**src/seos_pkg.sv**
```systemverilog
// package: constants and carriers for the spindle encoder orientation sequencer
package seos_pkg;
    localparam int SEOS_POS_W = 12;
    localparam int SEOS_SPD_W = 16;
    localparam logic [11:0] SEOS_REV_COUNTS_M1 = 12'hfff;
    localparam logic [11:0] SEOS_REF_STOP_POS = 12'h000;
    // creep window: 146..225 deg of 4096 counts per turn
    localparam int SEOS_CREEP_LO_DEG = 146;
    localparam int SEOS_CREEP_HI_DEG = 225;
    localparam int SEOS_LOOP_LO_DEG = 15;
    localparam int SEOS_LOOP_HI_DEG = 25;
    localparam int SEOS_DEG_PER_REV = 360;
    localparam int SEOS_COUNTS_PER_REV = 4096;
    localparam logic [11:0] SEOS_CREEP_HI_CNT = 12'((SEOS_CREEP_HI_DEG * SEOS_COUNTS_PER_REV) / SEOS_DEG_PER_REV);
    localparam logic [11:0] SEOS_CREEP_LO_CNT = 12'((SEOS_CREEP_LO_DEG * SEOS_COUNTS_PER_REV) / SEOS_DEG_PER_REV);
    localparam logic [11:0] SEOS_LOOP_HI_CNT = 12'((SEOS_LOOP_HI_DEG * SEOS_COUNTS_PER_REV) / SEOS_DEG_PER_REV);
    localparam logic [11:0] SEOS_LOOP_LO_CNT = 12'((SEOS_LOOP_LO_DEG * SEOS_COUNTS_PER_REV) / SEOS_DEG_PER_REV);
    localparam logic [1:0] SEOS_DIR_PREV = 2'h0;
    localparam logic [1:0] SEOS_DIR_FWD = 2'h1;
    localparam logic [1:0] SEOS_DIR_REV = 2'h2;

    typedef enum logic [2:0] {
        SEOS_IDLE,
        SEOS_TO_ORIENT,
        SEOS_WAIT_MARK,
        SEOS_ORIENT_RUN,
        SEOS_CREEP,
        SEOS_POS_LOOP
    } seos_state_e;

    typedef enum logic [1:0] {
        SEOS_SRC_REF,
        SEOS_SRC_ORIENT,
        SEOS_SRC_CREEP,
        SEOS_SRC_HOLD
    } seos_src_e;

    // encoder pins, already synchronised
    typedef struct packed {
        logic phase_a;
        logic phase_b;
        logic mark;
    } seos_enc_s;

    typedef struct packed {
        logic [11:0] count;
        logic counting;
        logic fwd_step;
        logic rev_step;
        logic mark_seen;
    } seos_cnt_s;
endpackage

```
**src/seos_enc_counter.sv**
```systemverilog
// module: encoder quadrature decoder and modulo-4096 position counter
`timescale 1ns/1ps
`default_nettype none
module seos_enc_counter
    import seos_pkg::*;
(
    input wire logic clk_in,
    input wire logic rst_n_in,
    input wire seos_enc_s enc_in,
    input wire logic arm_in,
    output seos_cnt_s cnt_out
);
    typedef struct packed {
        logic prev_a;
        logic prev_b;
        logic prev_mark;
        seos_cnt_s cnt;
    } seos_ec_state_s;

    seos_ec_state_s state;
    seos_ec_state_s next_state;
    logic mark_rise;
    logic [1:0] qd;

    always_comb begin
        next_state = state;
        next_state.prev_a = enc_in.phase_a;
        next_state.prev_b = enc_in.phase_b;
        next_state.prev_mark = enc_in.mark;
        next_state.cnt.fwd_step = 1'b0;
        next_state.cnt.rev_step = 1'b0;
        next_state.cnt.mark_seen = 1'b0;
        mark_rise = enc_in.mark & ~state.prev_mark;
        qd = {state.prev_a ^ enc_in.phase_b, state.prev_b ^ enc_in.phase_a};
        if (qd == 2'h1) begin
            next_state.cnt.fwd_step = 1'b1;
        end else if (qd == 2'h2) begin
            next_state.cnt.rev_step = 1'b1;
        end
        if (!arm_in) begin
            next_state.cnt.counting = 1'b0;
        end else if (mark_rise && !state.cnt.counting) begin
            // position counted from the mark pulse
            next_state.cnt.counting = 1'b1;
            next_state.cnt.count = SEOS_REF_STOP_POS;
            next_state.cnt.mark_seen = 1'b1;
        end else if (next_state.cnt.fwd_step) begin
            next_state.cnt.count = state.cnt.count + 12'h001;
        end else if (next_state.cnt.rev_step) begin
            next_state.cnt.count = state.cnt.count - 12'h001;
        end
    end

    always_ff @(posedge clk_in or negedge rst_n_in) begin
        if (!rst_n_in) begin
            state <= '0;
        end else begin
            state <= next_state;
        end
    end

    assign cnt_out = state.cnt;
endmodule
`default_nettype wire

```
**src/seos_orient_seq.sv**
```systemverilog
// module: spindle encoder orientation sequencer top
`timescale 1ns/1ps
`default_nettype none
// Behaviour
// on orient command latch stop shift and target orientation speed
// raise up-to-speed when measured speed reaches orientation speed
// after up-to-speed start counting at next mark, keep orientation speed
// switch to creep speed when remaining distance is 146..225 degrees
// enable position loop at 15..25 degrees remaining, then stop at target
// close done contact only within target plus/minus in-position range
// on command release return to external speed reference
// reorient from oriented state turns at least one full revolution first
// machine-ready toggling while oriented leaves orientation state unchanged
// stop position is 12-bit parallel input, all open means zero degrees
// input is unsigned binary, angle is value times 360 over 4096
// controller sees 0.088 degree steps, whole degrees carry small error
// orientation direction: previous, always forward or always reverse
// count encoder modulo 4096 from mark, derive remaining distance
// target is stop position plus shift modulo one revolution
module seos_orient_seq
    import seos_pkg::*;
#(
    parameter int SPD_W = SEOS_SPD_W
) (
    input wire logic sys_clk_in,
    input wire logic resetn_in,
    input wire logic orient_cmd_in,
    input wire logic machine_ready_in_a,
    input wire logic machine_ready_in_b,
    input wire logic [11:0] stop_pos_bits_in,
    input wire logic [11:0] stop_position_shift_in,
    input wire logic [11:0] in_position_range_in,
    input wire logic [1:0] orient_select_param_in,
    input wire logic [SPD_W-1:0] speed_ref_in,
    input wire logic [SPD_W-1:0] orient_speed_in,
    input wire logic [SPD_W-1:0] creep_speed_in,
    input wire logic [SPD_W-1:0] meas_speed_in,
    input wire logic motor_reverse_in,
    input wire logic enc_a_in,
    input wire logic enc_b_in,
    input wire logic enc_mark_in,
    output logic [SPD_W-1:0] speed_target_out,
    output logic dir_reverse_out,
    output logic up_to_speed_out,
    output logic pos_loop_en_out,
    output logic [11:0] pos_target_out,
    output logic orient_done_contact,
    output logic oriented_out
);
    // ----------------------------------------
    // reset and pin synchronisers
    // ----------------------------------------
    logic [1:0] rst_sync;
    logic rst_n;
    always_ff @(posedge sys_clk_in or negedge resetn_in) begin
        if (!resetn_in) begin
            rst_sync <= 2'h0;
        end else begin
            rst_sync <= {rst_sync[0], 1'b1};
        end
    end
    assign rst_n = rst_sync[1];

    // two stages for each encoder pin
    logic [2:0] enc_s1;
    logic [2:0] enc_s2;
    seos_enc_s enc;
    always_ff @(posedge sys_clk_in or negedge rst_n) begin
        if (!rst_n) begin
            enc_s1 <= 3'h0;
            enc_s2 <= 3'h0;
        end else begin
            enc_s1 <= {enc_a_in, enc_b_in, enc_mark_in};
            enc_s2 <= enc_s1;
        end
    end
    assign enc = enc_s2;

    // ----------------------------------------
    // position counter
    // ----------------------------------------
    seos_cnt_s cnt;
    logic arm;
    seos_enc_counter u_cnt (
        .clk_in(sys_clk_in),
        .rst_n_in(rst_n),
        .enc_in(enc),
        .arm_in(arm),
        .cnt_out(cnt)
    );

    // ----------------------------------------
    // sequencer state
    // ----------------------------------------
    typedef struct packed {
        seos_state_e fsm;
        seos_src_e src;
        logic [11:0] shift;
        logic [11:0] target;
        logic [11:0] range;
        logic rev;
        logic last_rev;
        logic oriented;
        logic turn_pending;
        logic [11:0] travelled;
        logic cmd_d;
        logic up_to_speed;
        logic pos_loop;
        logic done;
        logic parked;
        logic from_above;
        logic [SPD_W-1:0] spd;
    } seos_top_state_s;

    seos_top_state_s st;
    seos_top_state_s next_st;

    // remaining distance in the direction of travel
    function automatic logic [11:0] seos_remaining(input logic [11:0] tgt, input logic [11:0] pos, input logic rv);
        seos_remaining = rv ? (pos - tgt) : (tgt - pos);
    endfunction

    function automatic logic seos_in_window(input logic [11:0] tgt, input logic [11:0] pos, input logic [11:0] rng);
        logic [11:0] d;
        d = pos - tgt;
        seos_in_window = (d <= rng) || ((SEOS_REV_COUNTS_M1 - d) < rng);
    endfunction

    logic [11:0] remain;
    logic step;

    always_comb begin
        next_st = st;
        next_st.cmd_d = orient_cmd_in;
        remain = seos_remaining(st.target, cnt.count, st.rev);
        step = st.rev ? cnt.rev_step : cnt.fwd_step;
        if (!orient_cmd_in) begin
            next_st.fsm = SEOS_IDLE;
            next_st.src = SEOS_SRC_REF;
            next_st.up_to_speed = 1'b0;
            next_st.pos_loop = 1'b0;
            next_st.oriented = 1'b0;
            next_st.done = 1'b0;
            next_st.last_rev = motor_reverse_in;
            // a spindle that moves after release is no longer parked at its stop
            if (cnt.fwd_step || cnt.rev_step) begin
                next_st.parked = 1'b0;
            end
        end else begin
            unique case (st.fsm)
                SEOS_IDLE: begin
                    if (!st.cmd_d) begin
                        next_st.shift = stop_position_shift_in;
                        next_st.range = in_position_range_in;
                        next_st.from_above = meas_speed_in > orient_speed_in;
                        // all-open bits give the zero reference
                        next_st.target = stop_pos_bits_in + stop_position_shift_in;
                        next_st.src = SEOS_SRC_ORIENT;
                        next_st.fsm = SEOS_TO_ORIENT;
                        unique case (orient_select_param_in)
                            SEOS_DIR_FWD: next_st.rev = 1'b0;
                            SEOS_DIR_REV: next_st.rev = 1'b1;
                            default: next_st.rev = st.last_rev;
                        endcase
                    end
                end
                SEOS_TO_ORIENT: begin
                    if (st.from_above ? (meas_speed_in <= orient_speed_in) : (meas_speed_in >= orient_speed_in)) begin
                        next_st.up_to_speed = 1'b1;
                        next_st.fsm = SEOS_WAIT_MARK;
                    end
                end
                SEOS_WAIT_MARK: begin
                    if (cnt.mark_seen) begin
                        next_st.fsm = SEOS_ORIENT_RUN;
                        next_st.travelled = 12'h000;
                        next_st.turn_pending = st.parked;
                        next_st.parked = 1'b0;
                    end
                end
                SEOS_ORIENT_RUN: begin
                    if (step) begin
                        next_st.travelled = st.travelled + 12'h001;
                        if (st.travelled == SEOS_REV_COUNTS_M1) begin
                            next_st.turn_pending = 1'b0;
                        end
                    end
                    if (!st.turn_pending && remain <= SEOS_CREEP_HI_CNT && remain >= SEOS_CREEP_LO_CNT) begin
                        next_st.src = SEOS_SRC_CREEP;
                        next_st.fsm = SEOS_CREEP;
                    end
                end
                SEOS_CREEP: begin
                    if (remain <= SEOS_LOOP_HI_CNT && remain >= SEOS_LOOP_LO_CNT) begin
                        next_st.pos_loop = 1'b1;
                        next_st.src = SEOS_SRC_HOLD;
                        next_st.fsm = SEOS_POS_LOOP;
                    end
                end
                SEOS_POS_LOOP: begin
                    next_st.done = seos_in_window(st.target, cnt.count, st.range);
                    // machine-ready inputs are not consulted, so the oriented state holds
                    if (next_st.done) begin
                        next_st.oriented = 1'b1;
                        next_st.parked = 1'b1;
                    end
                end
            endcase
        end
        unique case (next_st.src)
            SEOS_SRC_REF: next_st.spd = speed_ref_in;
            SEOS_SRC_ORIENT: next_st.spd = orient_speed_in;
            SEOS_SRC_CREEP: next_st.spd = creep_speed_in;
            SEOS_SRC_HOLD: next_st.spd = '0;
        endcase
    end

    always_ff @(posedge sys_clk_in or negedge rst_n) begin
        if (!rst_n) begin
            st <= '0;
        end else begin
            st <= next_st;
        end
    end

    assign arm = (st.fsm == SEOS_WAIT_MARK) || (st.fsm == SEOS_ORIENT_RUN) ||
                 (st.fsm == SEOS_CREEP) || (st.fsm == SEOS_POS_LOOP);

    // ----------------------------------------
    // outputs
    // ----------------------------------------
    assign speed_target_out = st.spd;
    assign dir_reverse_out = st.rev;
    assign up_to_speed_out = st.up_to_speed;
    assign pos_loop_en_out = st.pos_loop;
    assign pos_target_out = st.target;
    assign orient_done_contact = st.done;
    assign oriented_out = st.oriented;
endmodule
`default_nettype wire

```
**config.mk**
```make
export PLATFORM = sky130hd
export DESIGN_NAME = seos_orient_seq
export DESIGN_NICKNAME = d
export VERILOG_FILES = /design/src/seos_pkg.sv /design/src/seos_enc_counter.sv /design/src/seos_orient_seq.sv
export SDC_FILE = /design/constraint.sdc
export NUM_CORES = 1
export LEC_CHECK = 0
export BUFFER_PORTS_ARGS = -buffer_cell sky130_fd_sc_hd__buf_2
export CAP_MARGIN = 0
export CELL_PAD_IN_SITES_DETAIL_PLACEMENT = 1
export CELL_PAD_IN_SITES_GLOBAL_PLACEMENT = 1
export CORE_ASPECT_RATIO = 1.75
export CORE_MARGIN = 2
export CORE_UTILIZATION = 46
export CTS_CLUSTER_SIZE = 10
export DETAILED_ROUTE_END_ITERATION = 12
export HOLD_SLACK_MARGIN = 0.12
export PLACE_DENSITY = 0.88
export SETUP_SLACK_MARGIN = 0.5
export SYNTH_ARGS = -nofsm -noshare
export SYNTH_HDL_FRONTEND = slang
export SYNTH_SLANG_ARGS = --single-unit
```
**constraint.sdc**
```tcl
create_clock -name sys_clk_in -period 6.3 [get_ports sys_clk_in]
set_input_delay 0.63 -clock sys_clk_in [delete_from_list [all_inputs] [get_ports sys_clk_in]]
set_output_delay 0.63 -clock sys_clk_in [all_outputs]
set_load 0.05 [all_outputs]
```
## Word level (Yosys, flattened, before mapping)

Index checks and enable logic that the tools add are counted.

- Register bits after elaboration: 106
- Bits of input ports: 111
- Output and inout port bits: 33

- Add/sub/neg operators: 7
- Eq/ne operators: 31
- Reduce and logical (&&, ||, !) cells: 25
- Bitwise logic cells: 5
- Magnitude comparators: 9
- Multiplexer cells: 39

Operators by type and width:

| kind | number |
|---|---|
| $pmux 16 s4 | 1 |
| $mux 12 | 4 |
| $mux 42 | 1 |
| $mux 13 | 2 |
| $pmux 13 s2 | 1 |
| $add 12x1->12 const B | 2 |
| $sub 12x12->12 | 2 |
| $mux 1 | 20 |
| $ge 16x16->1 | 1 |
| $gt 16x16->1 | 1 |
| $le 16x16->1 | 1 |
| $mux 5 | 3 |
| $ne 3x3->1 const B | 5 |
| $pmux 3 s5 | 1 |
| $ne 2x1->1 const B | 7 |
| $add 12x12->12 | 1 |
| $eq 12x12->1 const B | 1 |
| $ge 12x11->1 const B | 1 |
| $ge 12x8->1 const B | 1 |
| $le 12x12->1 | 1 |
| $le 12x12->1 const B | 1 |
| $le 12x9->1 const B | 1 |
| $lt 12x12->1 | 1 |
| $sub 12x1->12 const B | 1 |
| other kinds (29) | 55 |

## Depth between registers and ports, before layout

Gate-level depths: netlist of run 1.

- Depth after elaboration: 10
- Mapped depth: 20

## By module

A second synthesis of run 1 with hierarchy kept.

- Cells, all modules: 833
- Area, all modules: 7589.8 um^2

Modules (own cells, without submodules):

| module | times used | area an instance (um^2) | seq. area each (um^2) | cells each |
|---|---|---|---|---|
| seos_orient_seq | 1 | 6299.8 | 1876.8 | 697 |
| seos_enc_counter | 1 | 1290.0 | 475.5 | 136 |

## Worst setup path before layout of run 1

Ideal clock, no wire load.

- Kind: register -> register
- From: register st, in the netlist pos_target_out[2]
- To: register st[17] (netlist name)
- Data arrival time: 3523 ps
- Cell stages (with the launch flop): 17
- Buffers on the path: 1
- Setup slack: 2638 ps
- Period minus slack after synthesis: 3662 ps
- Cell sequence: dfrtp_1 > inv_1 > ha_1 > buf_4 > nor2_1 > a211oi_2 > o21ai_2 > o21ai_0 > xor2_1 > inv_1 > ha_1 > or4b_2 > nor3_1 > nor2_1 > a221o_1 > o2111ai_1 > o21ai_0

- Cells in the longest elaborated chain, start to end: 6
- Elaborated cells on any way between the ends: 7
- Those cells by class: 2 x add/sub; 2 x order compare; 1 x eq/ne; 2 x reduce/logical

RTL lines:

| item | RTL line | text |
|---|---|---|
| start: declaration | seos_orient_seq.sv:115 | `seos_top_state_s st;` |
| start signal: assignment | seos_orient_seq.sv:222 | `st <= next_st;` |
| $sub 12x12->12 (*) | seos_orient_seq.sv:125 | `d = pos - tgt;` |
| $sub 12x12->12 | seos_orient_seq.sv:126 | `seos_in_window = (d <= rng) \|\| ((SEOS_REV_COUNTS_M1 - d) < rng);` |
| $lt 12x12->1 | seos_orient_seq.sv:126 |  |
| $logic_or 1x1->1 (*) | seos_orient_seq.sv:126 |  |
| $ne 3x3->1 (no source line) (*) | n/a |  |
| $reduce_and 4->1 (no source line) (*) | n/a |  |

Mark *: on every way between the ends. The rest lies on a longest branch, timed or not.
A chain may end at the register's enable or synchronous reset.

==> reports/metrics.yaml, run 1 <==
clock_sinks: 94
track_usage: 0.232
cts_tree: "done"
cp-end-kind: "flop"
yosysUniqueCellTypes: 70
setup_violations: 0
drt_iter0_markers: 212
area_growth_pct: 12.9
yosysSeqAreaShare: 0.323
wirelength_um: 19200
cap_violations: 0
fin_area_um2: 8230
synthArstFlopShare: 1.00
synth_area_leaders: "dfrtp_1 (32%), ha_1 (14%), mux2i_1 (5.5%)"
num_rows: 60
via_per_inst: 5.56
gp_congestion: 0.846
tns_ns: 0
die_w_um: 99.2
cts-root-buf: "clkbuf_16"
wl_per_cell_um: 17.2
dpl_cell_area_um2: 7920
cp.arrival_ns: 4.77
ys_ff_latch: 94
cts_hold_buf: 1
critPathKind: "reg2reg"
post_cts_buffers: 0
vias: 6215
hold_viol_final: 0
min_period_ns: 4.59
dp_hpwl_um: 14900
hold_path_class: "reg2async"
worst_pin_slew_ns: 1.17
drc: 0
syn-cell-area_um2: 7290
ant_nets: 0
p_leak_nw: 4.35
max_freq_mhz: 218
crit_fanout: 33
ys.flop_type: "dfrtp_1"
syn_avg_cell_area_um2: 8.87
first_pass_iters: 4
core_um2: 15500
outcome: "complete, no violations"
rsz0062_at_grt: "no"
dp_slack_ns: 1.74
pwr_density_cell_nw_per_um2: 562
nNetsFinal: 1124
max-slew-margin-rel: 0.220
dp.cells: 1099
syn-num-nets: 1021
synth_edf_count: 0
synth.most_common_cell: "inv_1"
clockBufferDepth: 2
syn_inst: 822
h-tree-depth: 3
cts_resized: 0
drive_above_1_share: 0.205
clk_pin_slew_ns: 0.07
initial_core_util: 0.471
yosysTopAreaCell: "dfrtp_1"
fin_cells: 1117
grt_overflow: 0
synth_top_area_share: 0.323
grt_pass1_vias: 6784
crit_required_ns: 6.48
setup_ws_ns: 1.71
cp-start-kind: "flop"
die_area_um2: 16900
slowest_delay_ns: 0.65
min_period_over_period: 0.729
post-route-util: 0.532
synth.cells.most_frequent: "inv_1 (96), dfrtp_1 (94), ha_1 (84), nand2_1 (80)"
slew_violations: 0
crit_chain: "inv_1, ha_1, inv_1, fa_1, a21oi_2, o21bai_1, o21ai_1, xor2_1, a2111oi_1, a311oi_1, o311ai_0, o311ai_1, o311ai_4, buf_4, mux2i_1, mux2i_1"
clk_latency_ns: 0.36
skew_ns: 0.00982
io_buffers: 141
grt_max_degree: 70
antenna_found_initial: 1
grt_pass1_wl_um: 31700
numCtsBuffers: 9
cpMaxStageDelayCell: "a2111oi_1"
die_y_um: 171
yosysWarnings: 0
vdd_drop_max_mv: 0.219
boundaryPins: 144
## cell families after synthesis
kind of cell,after synthesis,synth area share
compound gates,185,0.166
mux,54,0.0766
buf+inv,150,0.0989
simple gates,205,0.126
other cells,1,0.000514
xor+xnor,45,0.0541
flops,94,0.323
fa+ha+maj,88,0.155
## worst paths after layout
path                             startpoint                   to  slack, ns  cells after the start
min reg2reg                     rst_sync[1]    pos_target_out[0]       0.22                      0
min in group sys_clk_in           enc_s1[2]               enc[2]       0.35                      0
max reg2reg                u_cnt.cnt_out[4]  speed_target_out[7]       1.71                     16
max in group asynchronous       rst_sync[1]  speed_target_out[3]       4.87                      1
max                        u_cnt.cnt_out[4]  speed_target_out[7]       1.71                     16
min                             rst_sync[1]    pos_target_out[0]       0.22                      0
## per-stage QoR
step                power [mW]  hold WS (ns)
floorplan                 3.39         0.331
global placement          3.88         0.224
detailed placement        4.03         0.232
CTS                       4.64         0.237
global route              5.06         0.256
finish                    4.62         0.224
## critical path, delay by kind of cell, from the launching register on
kind,cells,cell delay (ns)
buf+inv,3,0.62
xor+xnor,1,0.11
mux,2,0.44
compound gates,8,2.17
fa+ha+maj,2,0.62
flops,1,0.44
## report_power, final
part	total [mW]	leakage [nW]	switching (mW)	internal [mW]
Combinational	3.14	3.03	1.95	1.20
Sequential	0.903	1.18	0.144	0.759
Clock	0.578	0.144	0.264	0.313
Total	4.62	4.35	2.36	2.27
## area by class of cell
cell class	instances	area (µm²)
multi-input combinational	578	4230
clock buffer	9	225
fill	1870	7230
antenna	1	2.50
sequential	94	2360
timing repair buffer	146	746
inverter	96	360
tap	186	233
clock inverter	7	78.8
## flip-flops by register name, indices dropped and copies added, names as in the netlist
signal / count
pos_target_out: 12
up_to_speed_out: 1
enc_s1: 3
dir_reverse_out: 1
u_cnt.cnt_out: 16
u_cnt.state: 3
enc: 3
oriented_out: 1
pos_loop_en_out: 1
rst_sync: 2
orient_done_contact: 1
speed_target_out: 16
st: 34
## layer usage
metal / global-route usage / vias to the layer above / share of wire
met2: 0.451 / 138 / 0.56
met3: 0.0400 / 45 / 0.035
met4: 0.0977 / 0 / 0.036
li1: - / 2978 / -
met1: 0.238 / 3054 / 0.36
met5: 0 / - / 0
## cell usage in the layout, fill, tap and decap left out, drive strengths merged, types with 4 or more instances in the layout
cell type  netlist  routed
buf             41     145
inv             96      99
dfrtp           94      94
ha              84      84
nand2           80      80
o21ai           67      67
nor2            63      63
a21oi           46      46
mux2i           40      40
xor2            24      24
xnor2           21      21
mux2            14      14
nand4           10      10
nor3            10      10
clkbuf          13       9
nand3            9       9
nand2b           7       7
nor2b            7       7
a21o             7       7
o31ai            7       7
o21bai           6       6
o21a             6       6
o22ai            6       6
and3             5       5
o41ai            5       5
a211oi           5       5
fa               4       4
Power figures use the tool's default switching activity.
==> run 2: changes to the inputs <==
--- a/config.mk
+++ b/config.mk
@@ -11,11 +11,11 @@
 export CELL_PAD_IN_SITES_GLOBAL_PLACEMENT = 1
 export CORE_ASPECT_RATIO = 1.75
 export CORE_MARGIN = 2
-export CORE_UTILIZATION = 46
+export CORE_UTILIZATION = 42
 export CTS_CLUSTER_SIZE = 10
 export DETAILED_ROUTE_END_ITERATION = 12
 export HOLD_SLACK_MARGIN = 0.12
-export PLACE_DENSITY = 0.88
+export PLACE_DENSITY = 0.82
 export SETUP_SLACK_MARGIN = 0.5
 export SYNTH_ARGS = -nofsm -noshare
 export SYNTH_HDL_FRONTEND = slang
==> constraint.sdc (replaced) <==
create_clock -name sys_clk_in -period 4.27 [get_ports sys_clk_in]
set_input_delay 0.427 -clock sys_clk_in [delete_from_list [all_inputs] [get_ports sys_clk_in]]
set_output_delay 0.427 -clock sys_clk_in [all_outputs]
set_load 0.05 [all_outputs]
==> run 2 against run 1 <==
  * Final cell count increased by 8.9%
  * Count of clock-buffer cells in the layout increased by 2
  * Non-clock buffer count up 59
  * Routed wire length grew 29%
  * Design area rose by 12%
  * Critical path type unchanged
  * Largest cell class unchanged
==> reports/metrics.yaml, run 2 (synthesized netlist as in run 1, its figures left out) <==
outcome: "complete, no violations"
critPathKind: "reg2reg"
drt_iter0_markers: 215
cts_tree: "done"
wl_per_cell_um: 20.3
numCtsBuffers: 9
slew_violations: 0
max_freq_mhz: 246
initial_core_util: 0.430
die_area_um2: 18500
final_cell_mix: "buf_2 (141), inv_1 (93), dfrtp_1 (93)"
gp_congestion: 0.816
clockBufferDepth: 2
min_period_over_period: 0.953
cts-root-buf: "clkbuf_16"
dp_hpwl_um: 15300
tns_ns: 0
die_y_um: 178
final_common_cell: "buf_2"
grt_overflow: 0
clk_pin_slew_ns: 0.07
core_um2: 16900
fin_cells: 1216
min_to: "enc_s1[1]"
area_growth_pct: 26.7
clk_latency_ns: 0.37
dp.cells: 1154
largest_reg_flops: 34
cp.arrival_ns: 4.34
boundaryPins: 144
cp-end-kind: "flop"
r2r_cells: 17
min_period_ns: 4.07
vias: 6757
rrSetupSlack_ns: 0.20
track_usage: 0.218
rsz0062_at_grt: "yes"
die_w_um: 104
first_pass_iters: 6
holdPathStages: 1
drive_above_1_share: 0.305
r2r_start: "pos_target_out[2]"
h-tree-depth: 3
num_rows: 63
io_buffers: 141
regToRegEndpoint: "speed_target_out[6]"
antenna_found_initial: 0
crit_fanout: 4
setup_violations: 0
grt_pass1_wl_um: 32300
fillCellCount: 1975
regMostFlops: "st"
nNetsFinal: 1183
max-slew-margin-rel: 0.388
worst_pin_slew_ns: 0.918
hold_viol_final: 0
cap_violations: 0
via_per_inst: 5.56
ant_nets: 0
crit_chain: "inv_1, ha_4, nor2_4, a211oi_4, buf_4, buf_4, a2bb2oi_1, nand2_1, xnor2_2, or3_1, o21ai_1, mux2i_1, nor3_2, o31ai_4, buf_12, clkbuf_16, mux2i_1"
clock_sinks: 94
grt_pass1_vias: 6798
crit_required_ns: 4.54
drc: 0
grt_max_degree: 66
cpMaxStageDelayCell: "dfrtp_1"
cp-start-kind: "flop"
hp-start: "enc_b_in"
skew_ns: 0.0107
slowest_delay_ns: 0.44
hold_path_class: "in2reg"
wirelength_um: 24700
-- run 2: cell count changes in the layout (fill, tap and decap cells not counted), sizes merged --
| cell | previous run | this run |
|---|---|---|
| clkinv | 1 | 3 |
| clkinvlp | 2 | 0 |
| buf | 145 | 200 |
| inv | 99 | 97 |
| bufinv | 1 | 0 |
| clkbuf | 9 | 15 |
-- run 2: through the flow --
step | instance area, µm² | setup WS, ns | hold slack, ns | util
after floorplan | 7290 | 0.608 | 0.131 | -
after global routing | 9230 | 0.117 | 0.165 | 0.545
final | 9240 | 0.199 | 0.166 | 0.545
after detailed placement | 8110 | 0.221 | 0.219 | 0.478
after global placement | 8110 | 0.289 | 0.212 | 0.478
after CTS | 8590 | 0.480 | 0.160 | 0.507
-- run 2: worst max-delay path by stage --
| stage | start | end | slack, ns | cells past startpoint |
|---|---|---|---|---|
| after floorplan | pos_target_out[2] | st[17] | 0.61 | 16 |
| after global placement | u_cnt.cnt_out[4] | speed_target_out[8] | 0.29 | 17 |
| after detailed placement | u_cnt.cnt_out[10] | st[17] | 0.22 | 14 |
| after CTS | u_cnt.cnt_out[4] | st[17] | 0.48 | 16 |
| after global routing | pos_target_out[1] | speed_target_out[15] | 0.12 | 17 |
| final | pos_target_out[2] | speed_target_out[6] | 0.20 | 17 |
-- run 2: cell type report --
class                   instances  area (µm²)  share of cell area
diodes                          1        2.50            0.000271
clock buffers                  11         243              0.0263
clock inverters                 4        31.3             0.00339
inverters                      96         360              0.0390
multi-input cells             578        4610               0.499
flip-flops and latches         94        2360               0.255
well taps                     227         284              0.0308
repair buffers                205        1350               0.146
-- run 2: metal layers --
metal	vias to the layer above	wire length, µm	global-route usage
met5	-	0	0
met4	0	1510	0.113
met3	109	848	0.0303
met2	206	13400	0.440
met1	3345	8920	0.214
li1	3097	-	-
-- run 2: what timing repair did --
item                                   in CTS  in global routing
buffers inserted                           14                 26
setup endpoints to repair                  21                 22
hold buffers                                1                  0
endpoints found under the hold margin       2                  0
gates cloned                                1                  4
gates resized for setup                    16                 68
pin swaps                                   8                 34
-- run 2: worst max-delay path: cells and delay by family, from the launching register on --
family / cells / cell delay, ns
XOR/XNOR: 1 / 0.21
flip-flops: 1 / 0.44
adder cells (fa/ha/maj): 1 / 0.31
multiplexers: 2 / 0.35
AND/OR/NAND/NOR: 4 / 0.89
AO/OA/AOI/OAI: 4 / 1.01
buffers and inverters: 5 / 0.74
Power of run 2 is not shown: default switching activity piles up to over one toggle a cycle in this logic, so the estimate is an artifact.
